`src/rtl/accel_readout_consts.vh`:
```
// Constants for the dual-axis accelerometer serial readout
`ifndef ACCEL_READOUT_CONSTS_VH
`define ACCEL_READOUT_CONSTS_VH

// ==========================================================
// Frame geometry
// ==========================================================
`define FRAME_CLKS       16          // Serial clocks per accelerometer frame
`define CNT_W            4           // Width of the rising-edge counter
`define ACC_LEAD_ZEROS   4'h4        // Leading zero bits ahead of the sample
`define ACC_MSB_INDEX    4'hF        // Bit index that maps to sample bit 0
`define TMP_LAST_INDEX   4'hA        // Bit index of the last temperature bit
`define TMP_BITS         10          // Temperature data width

// ==========================================================
// Edge positions, counted as rising edges seen before this one
// ==========================================================
`define SAMPLE_RISE      4'h1        // Second rising edge samples the axis
`define CTRL_LOAD_RISE   4'h7        // Eighth rising edge completes the word
`define LAST_RISE        4'hF        // Sixteenth rising edge closes the frame

// ==========================================================
// Control word layout
// ==========================================================
`define CTRL_BITS        8
`define AXIS_BIT         3           // 0 = X axis, 1 = Y axis
`define PM_BIT           0           // 0 = normal, 1 = shutdown
`define CTRL_RESET       8'h04       // X axis, normal mode, fixed one bit set
`define TCTRL_RESET      8'h00       // Temperature control word after reset

// ==========================================================
// Sample coding
// ==========================================================
`define SAMPLE_W         12
`define ZERO_G_CODE      12'h800     // Zero acceleration
`define PLUS_5G_CODE     12'hD00     // Plus five g
`define MINUS_5G_CODE    12'h300     // Minus five g
`define FULL_CODE        12'hFFF     // Saturation ceiling
`define ST_DELTA         12'h0CD     // Self-test shift, 205 codes

`endif

```
`src/rtl/accel_code_adjust.v`:
```
// Self-test offset stage for the selected acceleration code
`timescale 1ns/1ps
`include "accel_readout_consts.vh"
module accel_code_adjust #(
    parameter [11:0] ST_SHIFT = `ST_DELTA
) (
    input  wire        sys_clk,
    input  wire        rst_n,
    input  wire [11:0] raw_code,
    input  wire        self_test,
    output reg  [11:0] adj_code
);

// ==========================================================
// Offset with saturation
// ==========================================================
wire [12:0] sum_w;          // Raw code plus self-test shift, one spare bit
assign sum_w = {1'b0, raw_code} + {1'b0, ST_SHIFT};

// Self-test lifts the reading, clipped at the top code
always @(posedge sys_clk) begin
    if (!rst_n) begin
        adj_code <= `ZERO_G_CODE;
    end else if (self_test) begin
        adj_code <= sum_w[12] ? `FULL_CODE : sum_w[11:0];
    end else begin
        adj_code <= raw_code;
    end
end

endmodule

```
`src/rtl/accel_serial_readout.v`:
```
// Serial slave port of a dual-axis accelerometer with temperature readout
//
// Operation
// - Samples are 12-bit offset binary, 0x800 zero.
// - Self-test raises reading by 205 codes.
// - Select fall starts conversion and transfer.
// - Axis sampled on second rising clock edge.
// - Accelerometer frame takes sixteen serial clocks.
// - Select rise releases data output.
// - Select held low restarts next frame.
// - Control bit 3 chooses X or Y.
// - Control bit 0 selects shutdown.
// - Shutdown entered at load; word retained.
// - Wake from shutdown on sixteenth rise.
// - Temperature select gates clock; zero plus ten.
// - Hold last temperature bit until release.
// - Temperature control bits captured on rises.
// - Output bits change on falling clock edges.
// - Temperature is twos complement, quarter degree.
//
// Limitations
// Sensor codes are taken as quasi-static words.
// Temperature conversion timing is not modelled.
`timescale 1ns/1ps
`include "accel_readout_consts.vh"
module accel_serial_readout (
    input  wire        sys_clk,
    input  wire        rst_n,
    input  wire        sclk,
    input  wire        cs_n,
    input  wire        temp_select_n,
    input  wire        din,
    input  wire        self_test_in,
    input  wire [11:0] x_filter_node,
    input  wire [11:0] y_filter_node,
    input  wire [9:0]  temp_code,
    output reg         dout,
    output reg         dout_oe,
    output reg         axis_select_bit,
    output reg         power_mode_bit,
    output reg  [7:0]  accel_ctrl_word,
    output reg  [7:0]  temp_ctrl_word
);

// ==========================================================
// Frame states, one-hot
// ==========================================================
localparam [2:0] ST_IDLE  = 3'h1;   // Nothing selected
localparam [2:0] ST_ACCEL = 3'h2;   // Accelerometer frame running
localparam [2:0] ST_TEMP  = 3'h4;   // Temperature frame running

localparam SYNC_W = 39;             // Width of the synchronised bundle

// ==========================================================
// Bit decoders
// ==========================================================
// Accelerometer output bit for a frame position, zeros first
function acc_bit;
    input [3:0]  idx;
    input [11:0] code;
    reg   [3:0]  pos;
    begin
        pos = `ACC_MSB_INDEX - idx;
        if (idx < `ACC_LEAD_ZEROS) begin
            acc_bit = 1'b0;
        end else begin
            acc_bit = code[pos];
        end
    end
endfunction

// Temperature output bit: leading zero, then ten bits MSB first
function tmp_bit;
    input [3:0] idx;
    input [9:0] code;
    reg   [3:0] pos;
    begin
        pos = `TMP_LAST_INDEX - idx;
        if (idx == 4'h0) begin
            tmp_bit = 1'b0;
        end else begin
            tmp_bit = code[pos];
        end
    end
endfunction

// ==========================================================
// Input synchronisation
// ==========================================================
wire [SYNC_W-1:0] sync_w;           // Synchronised pins and sensor codes
wire              sclk_s;           // Serial clock level
wire              cs_n_s;           // Accelerometer select, active low
wire              tcs_n_s;          // Temperature select, active low
wire              din_s;            // Serial data input
wire              st_s;             // Self-test level
wire [11:0]       x_s;              // X axis code
wire [11:0]       y_s;              // Y axis code
wire [9:0]        t_s;              // Temperature code

// All pins and analog-side codes pass two flops first
// Sensor words carry no handshake; hold them steady across a frame
pin_sync #(
    .WIDTH    (SYNC_W)
) u_sync (
    .sys_clk  (sys_clk),
    .rst_n    (rst_n),
    .async_in ({sclk, cs_n, temp_select_n, din, self_test_in,
                x_filter_node, y_filter_node, temp_code}),
    .sync_out (sync_w)
);

assign sclk_s  = sync_w[38];
assign cs_n_s  = sync_w[37];
assign tcs_n_s = sync_w[36];
assign din_s   = sync_w[35];
assign st_s    = sync_w[34];
assign x_s     = sync_w[33:22];
assign y_s     = sync_w[21:10];
assign t_s     = sync_w[9:0];

// ==========================================================
// Edge detection
// ==========================================================
reg  sclk_prev_reg;                 // Serial clock one cycle back
reg  cs_prev_reg;                   // Accelerometer select one cycle back
reg  tcs_prev_reg;                  // Temperature select one cycle back
wire sclk_rise;                     // Serial clock rising edge
wire sclk_fall;                     // Serial clock falling edge
wire accel_sel;                     // Only the accelerometer is selected
wire temp_sel;                      // Only the temperature sensor is selected
wire cs_fall;                       // Accelerometer select went low
wire tcs_fall;                      // Temperature select went low

// Delayed copies for edge finding
always @(posedge sys_clk) begin
    if (!rst_n) begin
        sclk_prev_reg <= 1'b0;
        // Cleared like the synchroniser, so no select edge at release
        cs_prev_reg   <= 1'b0;
        tcs_prev_reg  <= 1'b0;
    end else begin
        sclk_prev_reg <= sclk_s;
        cs_prev_reg   <= cs_n_s;
        tcs_prev_reg  <= tcs_n_s;
    end
end

assign sclk_rise = sclk_s & ~sclk_prev_reg;
assign sclk_fall = ~sclk_s & sclk_prev_reg;
assign accel_sel = ~cs_n_s & tcs_n_s;
assign temp_sel  = ~tcs_n_s & cs_n_s;
assign cs_fall   = ~cs_n_s & cs_prev_reg;
assign tcs_fall  = ~tcs_n_s & tcs_prev_reg;

// ==========================================================
// Axis selection and self-test offset
// ==========================================================
wire [11:0] raw_sel;                // Code of the addressed axis
wire [11:0] adj_sel;                // Code after self-test shift

assign raw_sel = axis_select_bit ? y_s : x_s;

accel_code_adjust #(
    .ST_SHIFT  (`ST_DELTA)
) u_adjust (
    .sys_clk   (sys_clk),
    .rst_n     (rst_n),
    .raw_code  (raw_sel),
    .self_test (st_s),
    .adj_code  (adj_sel)
);

// ==========================================================
// Frame engine
// ==========================================================
reg  [2:0]  state_reg;              // One-hot frame state
reg  [3:0]  cnt_reg;                // Rising edges seen in this frame
reg  [6:0]  shift_reg;              // Control bits gathered so far
reg  [11:0] sample_reg;             // Acceleration sample being shifted
reg  [9:0]  temp_reg;               // Temperature value being shifted
reg         wake_reg;               // Wake requested, due on last rise
wire [7:0]  word_w;                 // Control word on its eighth rise
wire        at_sample_rise;         // Rise that takes the acceleration sample
wire        at_load_rise;           // Rise that completes the control word
wire        at_last_rise;           // Sixteenth rise, closes the frame
wire        wake_due;               // Shutdown ends on this rise

// ==========================================================
// Frame position decode
// ==========================================================
// Positions count the rises already seen in this frame
assign at_sample_rise = (cnt_reg == `SAMPLE_RISE);
assign at_load_rise   = (cnt_reg == `CTRL_LOAD_RISE);
assign at_last_rise   = (cnt_reg == `LAST_RISE);
assign wake_due       = at_last_rise & wake_reg;

assign word_w = {shift_reg, din_s};

// Framing, capture of control words and serial output
always @(posedge sys_clk) begin
    if (!rst_n) begin
        state_reg       <= ST_IDLE;
        cnt_reg         <= 4'h0;
        shift_reg       <= 7'h00;
        sample_reg      <= `ZERO_G_CODE;
        temp_reg        <= 10'h000;
        wake_reg        <= 1'b0;
        dout            <= 1'b0;
        dout_oe         <= 1'b0;
        axis_select_bit <= 1'b0;
        power_mode_bit  <= 1'b0;
        accel_ctrl_word <= `CTRL_RESET;
        temp_ctrl_word  <= `TCTRL_RESET;
    end else begin
        case (state_reg)
            ST_IDLE: begin
                // A select fall counts only while the other select is high
                if (cs_fall && accel_sel) begin
                    // New conversion and transfer, first pad bit out
                    state_reg <= ST_ACCEL;
                    cnt_reg   <= 4'h0;
                    dout      <= 1'b0;
                    dout_oe   <= 1'b1;
                end else if (tcs_fall && temp_sel) begin
                    // Freeze the temperature, leading zero out
                    state_reg <= ST_TEMP;
                    cnt_reg   <= 4'h0;
                    temp_reg  <= t_s;
                    dout      <= 1'b0;
                    dout_oe   <= 1'b1;
                end
            end
            ST_ACCEL: begin
                if (!accel_sel) begin
                    // Select released or both selects low
                    state_reg <= ST_IDLE;
                    dout_oe   <= 1'b0;
                end else if (sclk_rise) begin
                    // Every din bit shifts; only the eighth rise loads it
                    shift_reg <= word_w[6:0];
                    // Second rise takes the sample unless shut down
                    if (at_sample_rise && !power_mode_bit) begin
                        sample_reg <= adj_sel;
                    end
                    // Eighth rise loads the control word
                    if (at_load_rise) begin
                        accel_ctrl_word <= word_w;
                        axis_select_bit <= word_w[`AXIS_BIT];
                        if (word_w[`PM_BIT]) begin
                            power_mode_bit <= 1'b1;
                            wake_reg       <= 1'b0;
                        end else if (power_mode_bit) begin
                            wake_reg <= 1'b1;
                        end
                    end
                    // Last rise closes the frame; wrap restarts it
                    if (wake_due) begin
                        power_mode_bit <= 1'b0;
                        wake_reg       <= 1'b0;
                    end
                    cnt_reg <= cnt_reg + 4'h1;
                end else if (sclk_fall) begin
                    dout <= acc_bit(cnt_reg, sample_reg);
                end
            end
            ST_TEMP: begin
                if (!temp_sel) begin
                    // Release when the select rises or both selects are low
                    state_reg <= ST_IDLE;
                    dout_oe   <= 1'b0;
                end else if (sclk_rise) begin
                    shift_reg <= word_w[6:0];
                    if (at_load_rise) begin
                        temp_ctrl_word <= word_w;
                    end
                    // Rises past the sixteenth leave the count parked
                    if (!at_last_rise) begin
                        cnt_reg <= cnt_reg + 4'h1;
                    end
                end else if (sclk_fall) begin
                    // Past the last bit the line holds its level
                    if (cnt_reg <= `TMP_LAST_INDEX) begin
                        dout <= tmp_bit(cnt_reg, temp_reg);
                    end
                end
            end
            default: begin
                // Unknown state code falls back to idle
                state_reg <= ST_IDLE;
                dout_oe   <= 1'b0;
            end
        endcase
    end
end

endmodule

```
`src/rtl/pin_sync.v`:
```
// Two-stage synchroniser for inputs arriving from outside sys_clk
`timescale 1ns/1ps
module pin_sync #(
    parameter WIDTH = 1
) (
    input  wire             sys_clk,
    input  wire             rst_n,
    input  wire [WIDTH-1:0] async_in,
    output reg  [WIDTH-1:0] sync_out
);

// ==========================================================
// Synchroniser stages
// ==========================================================
reg [WIDTH-1:0] meta_reg;   // First stage, read only by the second

// Both stages clear under reset, then follow the pins
always @(posedge sys_clk) begin
    if (!rst_n) begin
        meta_reg <= {WIDTH{1'b0}};
        sync_out <= {WIDTH{1'b0}};
    end else begin
        meta_reg <= async_in;
        sync_out <= meta_reg;
    end
end

endmodule

```
`config.mk`:
```
export PLATFORM = sky130hd
export DESIGN_NAME = accel_serial_readout
export DESIGN_NICKNAME = d
export VERILOG_FILES = /design/src/rtl/accel_code_adjust.v /design/src/rtl/accel_serial_readout.v /design/src/rtl/pin_sync.v
export VERILOG_INCLUDE_DIRS = /design/src /design/src/rtl
export SDC_FILE = /design/constraint.sdc
export NUM_CORES = 1
export LEC_CHECK = 0
export BUFFER_PORTS_ARGS = -buffer_cell sky130_fd_sc_hd__buf_2
export CAP_MARGIN = 10
export CORE_ASPECT_RATIO = 2
export CORE_MARGIN = 2
export CORE_UTILIZATION = 60
export CTS_BUF_LIST = sky130_fd_sc_hd__clkbuf_4 sky130_fd_sc_hd__clkbuf_8
export DETAILED_ROUTE_END_ITERATION = 12
export HOLD_SLACK_MARGIN = 0.1
export PLACE_DENSITY = 0.81
export SLEW_MARGIN = 30
export SYNTH_ARGS = -nofsm -noshare
export SYNTH_HDL_FRONTEND = slang
export SYNTH_HIERARCHICAL = 1
export SYNTH_SLANG_ARGS = --single-unit
```
`constraint.sdc`:
```
create_clock -name sys_clk -period 2.6 [get_ports sys_clk]
set_input_delay 0.13 -clock sys_clk [delete_from_list [all_inputs] [get_ports sys_clk]]
set_output_delay 0.13 -clock sys_clk [all_outputs]
set_load 0.01 [all_outputs]
```
==> flow_metrics.tcl <==
set metrics [dict create \
    clock_path_buffers 2 \
    finalMaxSlewViolations 0 \
    grtUsageMet2_pct 47.12 \
    io_buffer_count 60 \
    setup_viol 0 \
    h-tree-depth 4 \
    grt.busiest_layer "met2" \
    path_clk_slew_ns 0.07 \
    slowest_delay_ns 0.50 \
    area_growth_pct 20.41 \
    r2r_setup_slack_ns 0.40 \
    grtUsageMet3_pct 6.083 \
    drive_gt1_share_pct 20.53 \
    die_area_um2 10020 \
    grt_setup_unrepaired "no" \
    finClkSkew_ns 0.01055 \
    cts_resized 0 \
    avgSynthCellArea_um2 10.47 \
    die_h_um 139.6 \
    start_util_pct 61.63 \
    cap_viol_max_count 0 \
    cts_tree "done" \
    clock-sinks 149 \
    dr.pass1.iters 4 \
    drc 0 \
    worstHoldPathType "register to register" \
    leakagePower_nw 2.886 \
    ant_nets 0 \
    worst_pin_slew_ns 0.6447 \
    reg2reg_from "accel_ctrl_word[3]$_SDFFE_PN0P_" \
    grt_start_max_net_pins 81 \
    vias 4079 \
    cp_slowest_cell "dfxtp_1" \
    drt_iter0_drc 195 \
    holdPathEnd "u_sync/sync_out[10]$_SDFF_PN0_" \
    hold_violations 0 \
    hold_depth 1 \
    die_w_um 71.80 \
    gp_congestion 0.8653 \
    post-route-util_pct 74.21 \
    nNetsFinal 673 \
    post_cts_buffers 0 \
    required_ns 2.92 \
    routed_wl_um 11590 \
    clkLatencyLatePin_ns 0.44 \
    critPathBufInv 1 \
    setup_tns_ns 0 \
    synth_warnings 6 \
    numCtsBuffers 17 \
    cts-root-buf "clkbuf_8" \
    critPathMaxFanout 8 \
    io-pin-count 61 \
    layout_common_cells "149 x dfxtp_1, 81 x and2_1, 60 x buf_2, 46 x nor2_1, 40 x dlygate4sd3_1" \
    max_freq_mhz 454.4 \
    yosysSeqAreaShare_pct 54.07 \
    ir_worst_vdd_mv 0.5322 \
    ff2ff_path_depth 6 \
    netlist.area_leader.share_pct 54.07 \
    ys_types 56 \
    end_kind "register" \
    post-route-period-util_pct 84.65 \
    wl_per_cell_um 15.66 \
    crit_chain "buf_4 -> mux2_2 -> a211oi_4 -> a211o_1 -> a21boi_1 -> o221a_2" \
    p_per_area_nw_per_um2 632.6 \
    grt_pass1_vias 4217 \
    grt_pass1_wl_um 18830 \
    layout_commonest_cell "dfxtp_1" \
    antenna_found_initial 0 \
    syn_nets 574 \
    fin_crit_ns 2.201 \
    track_usage_pct 24.54 \
    startpoint_type "register" \
    grtUsageMet1_pct 21.80 \
    num-fill-cells 624 \
    ys_top_cells_by_area "dfxtp_1 54%, and2_1 9.2%, mux2i_1 7.1%" \
    timing.rr.end "u_adjust/adj_code[7]$_SDFF_PN0_" \
    grt_overflow 0 \
    post-synth-top-area-cell "dfxtp_1" \
    crit_type "register to register" \
    status "completed" \
    path_delay_family "compound AO/OA/AOI/OAI gates" \
    std_cell_rows 49 \
    ys_ff_latch 149 \
    max-slew-margin-rel_pct 55.91 \
    hold_path_startpoint "u_sync/meta_reg[10]$_SDFF_PN0_" \
    core-area_um2 8951 \
    dp_hpwl_um 7477 \
    arrival_ns 2.52 \
    syn_inst 527 \
    netlist_area_um2 5517 \
    postCtsHoldBufs 40 \
    n_antenna_cell 0 \
    vias_per_cell 5.512 \
]
-- power breakdown --
group / internal, mW / leakage (nW) / switching, mW
clock: 0.811 / 0.182 / 0.791
combinational: 0.121 / 1.48 / 0.105
sequential: 2.35 / 1.22 / 0.0247
total: 3.28 / 2.89 / 0.920
-- synth_stat cells, drive strengths merged --
master,n
dfxtp,149
and2,81
nor2,46
mux2i,39
a21oi,26
nand2,25
o21ai,25
buf,16
clkbuf,14
mux2,14
inv,8
ha,6
nor3,6
a211oi,5
nand3,5
nor2b,5
a31oi,4
mux4,4
nand3b,4
nand4,4
xnor2,4
a21boi,3
nor3b,3
or3b,3
a2bb2oi,2
nand2b,2
nand4b,2
nand4bb,2
o21bai,2
o221a,2
or3,2
a2111oi,1
a211o,1
a21o,1
a311oi,1
and3b,1
and4,1
nor4,1
o211ai,1
o22ai,1
o311ai,1
o31a,1
o31ai,1
or2,1
xor2,1
-- metal layers --
metal  wire length (um)  part of all wire [%]
met2               6691                    58
met4                561                   4.8
met1               3875                    33
met3                460                   4.0
met5                  0                     0
-- metrics by stage --
stage	hold slack, ns	cells	setup WS (ns)	cell area [um^2]	power [mW]
5_1_grt	0.4205	740	0.3176	6643	4.350
6_report	0.4273	740	0.3992	6643	4.202
2_1_floorplan	0.2573	527	0.3074	5517	2.536
3_3_place_gp	0.3346	669	0.5541	5883	2.588
4_1_cts	0.4086	740	0.4145	6643	4.224
3_5_place_dp	0.3391	669	0.4410	5883	2.598
-- cells by family (layout without fill, tap and decap cells) --
| family | after synthesis | count (layout) | synth area share [%] |
|---|---|---|---|
| AO/OA/AOI/OAI | 78 | 78 | 9.299 |
| multiplexers | 57 | 57 | 11.57 |
| AND/OR/NAND/NOR | 194 | 194 | 19.66 |
| adder cells (fa/ha/maj) | 6 | 6 | 1.361 |
| XOR/XNOR | 5 | 5 | 0.7938 |
| flip-flops | 149 | 149 | 54.07 |
| buffers and inverters | 38 | 149 | 3.243 |
-- how the worst max path moves through the flow --
stage,start,to,slack [ns],cells past startpoint
3_5_place_dp,accel_ctrl_word[3]$_SDFFE_PN0P_,u_adjust/adj_code[7]$_SDFF_PN0_,0.44,6
6_report,accel_ctrl_word[3]$_SDFFE_PN0P_,u_adjust/adj_code[7]$_SDFF_PN0_,0.40,6
4_1_cts,accel_ctrl_word[3]$_SDFFE_PN0P_,u_adjust/adj_code[7]$_SDFF_PN0_,0.41,6
3_3_place_gp,accel_ctrl_word[3]$_SDFFE_PN0P_,u_adjust/adj_code[7]$_SDFF_PN0_,0.55,6
5_1_grt,accel_ctrl_word[3]$_SDFFE_PN0P_,u_adjust/adj_code[8]$_SDFF_PN0_,0.32,6
2_1_floorplan,accel_ctrl_word[3]$_SDFFE_PN0P_,u_adjust/adj_code[7]$_SDFF_PN0_,0.31,7
-- cell type report --
cell class / count / area [um^2] / share of cell area (%)
sequential: 149 / 2983 / 44.90
clock buffer: 22 / 277.8 / 4.182
tap: 102 / 127.6 / 1.921
timing repair buffer: 110 / 788.3 / 11.87
multi-input combinational: 340 / 2355 / 35.45
inverter: 8 / 30.03 / 0.4521
clock inverter: 9 / 81.33 / 1.224
(Power assumes the default switching activity.)
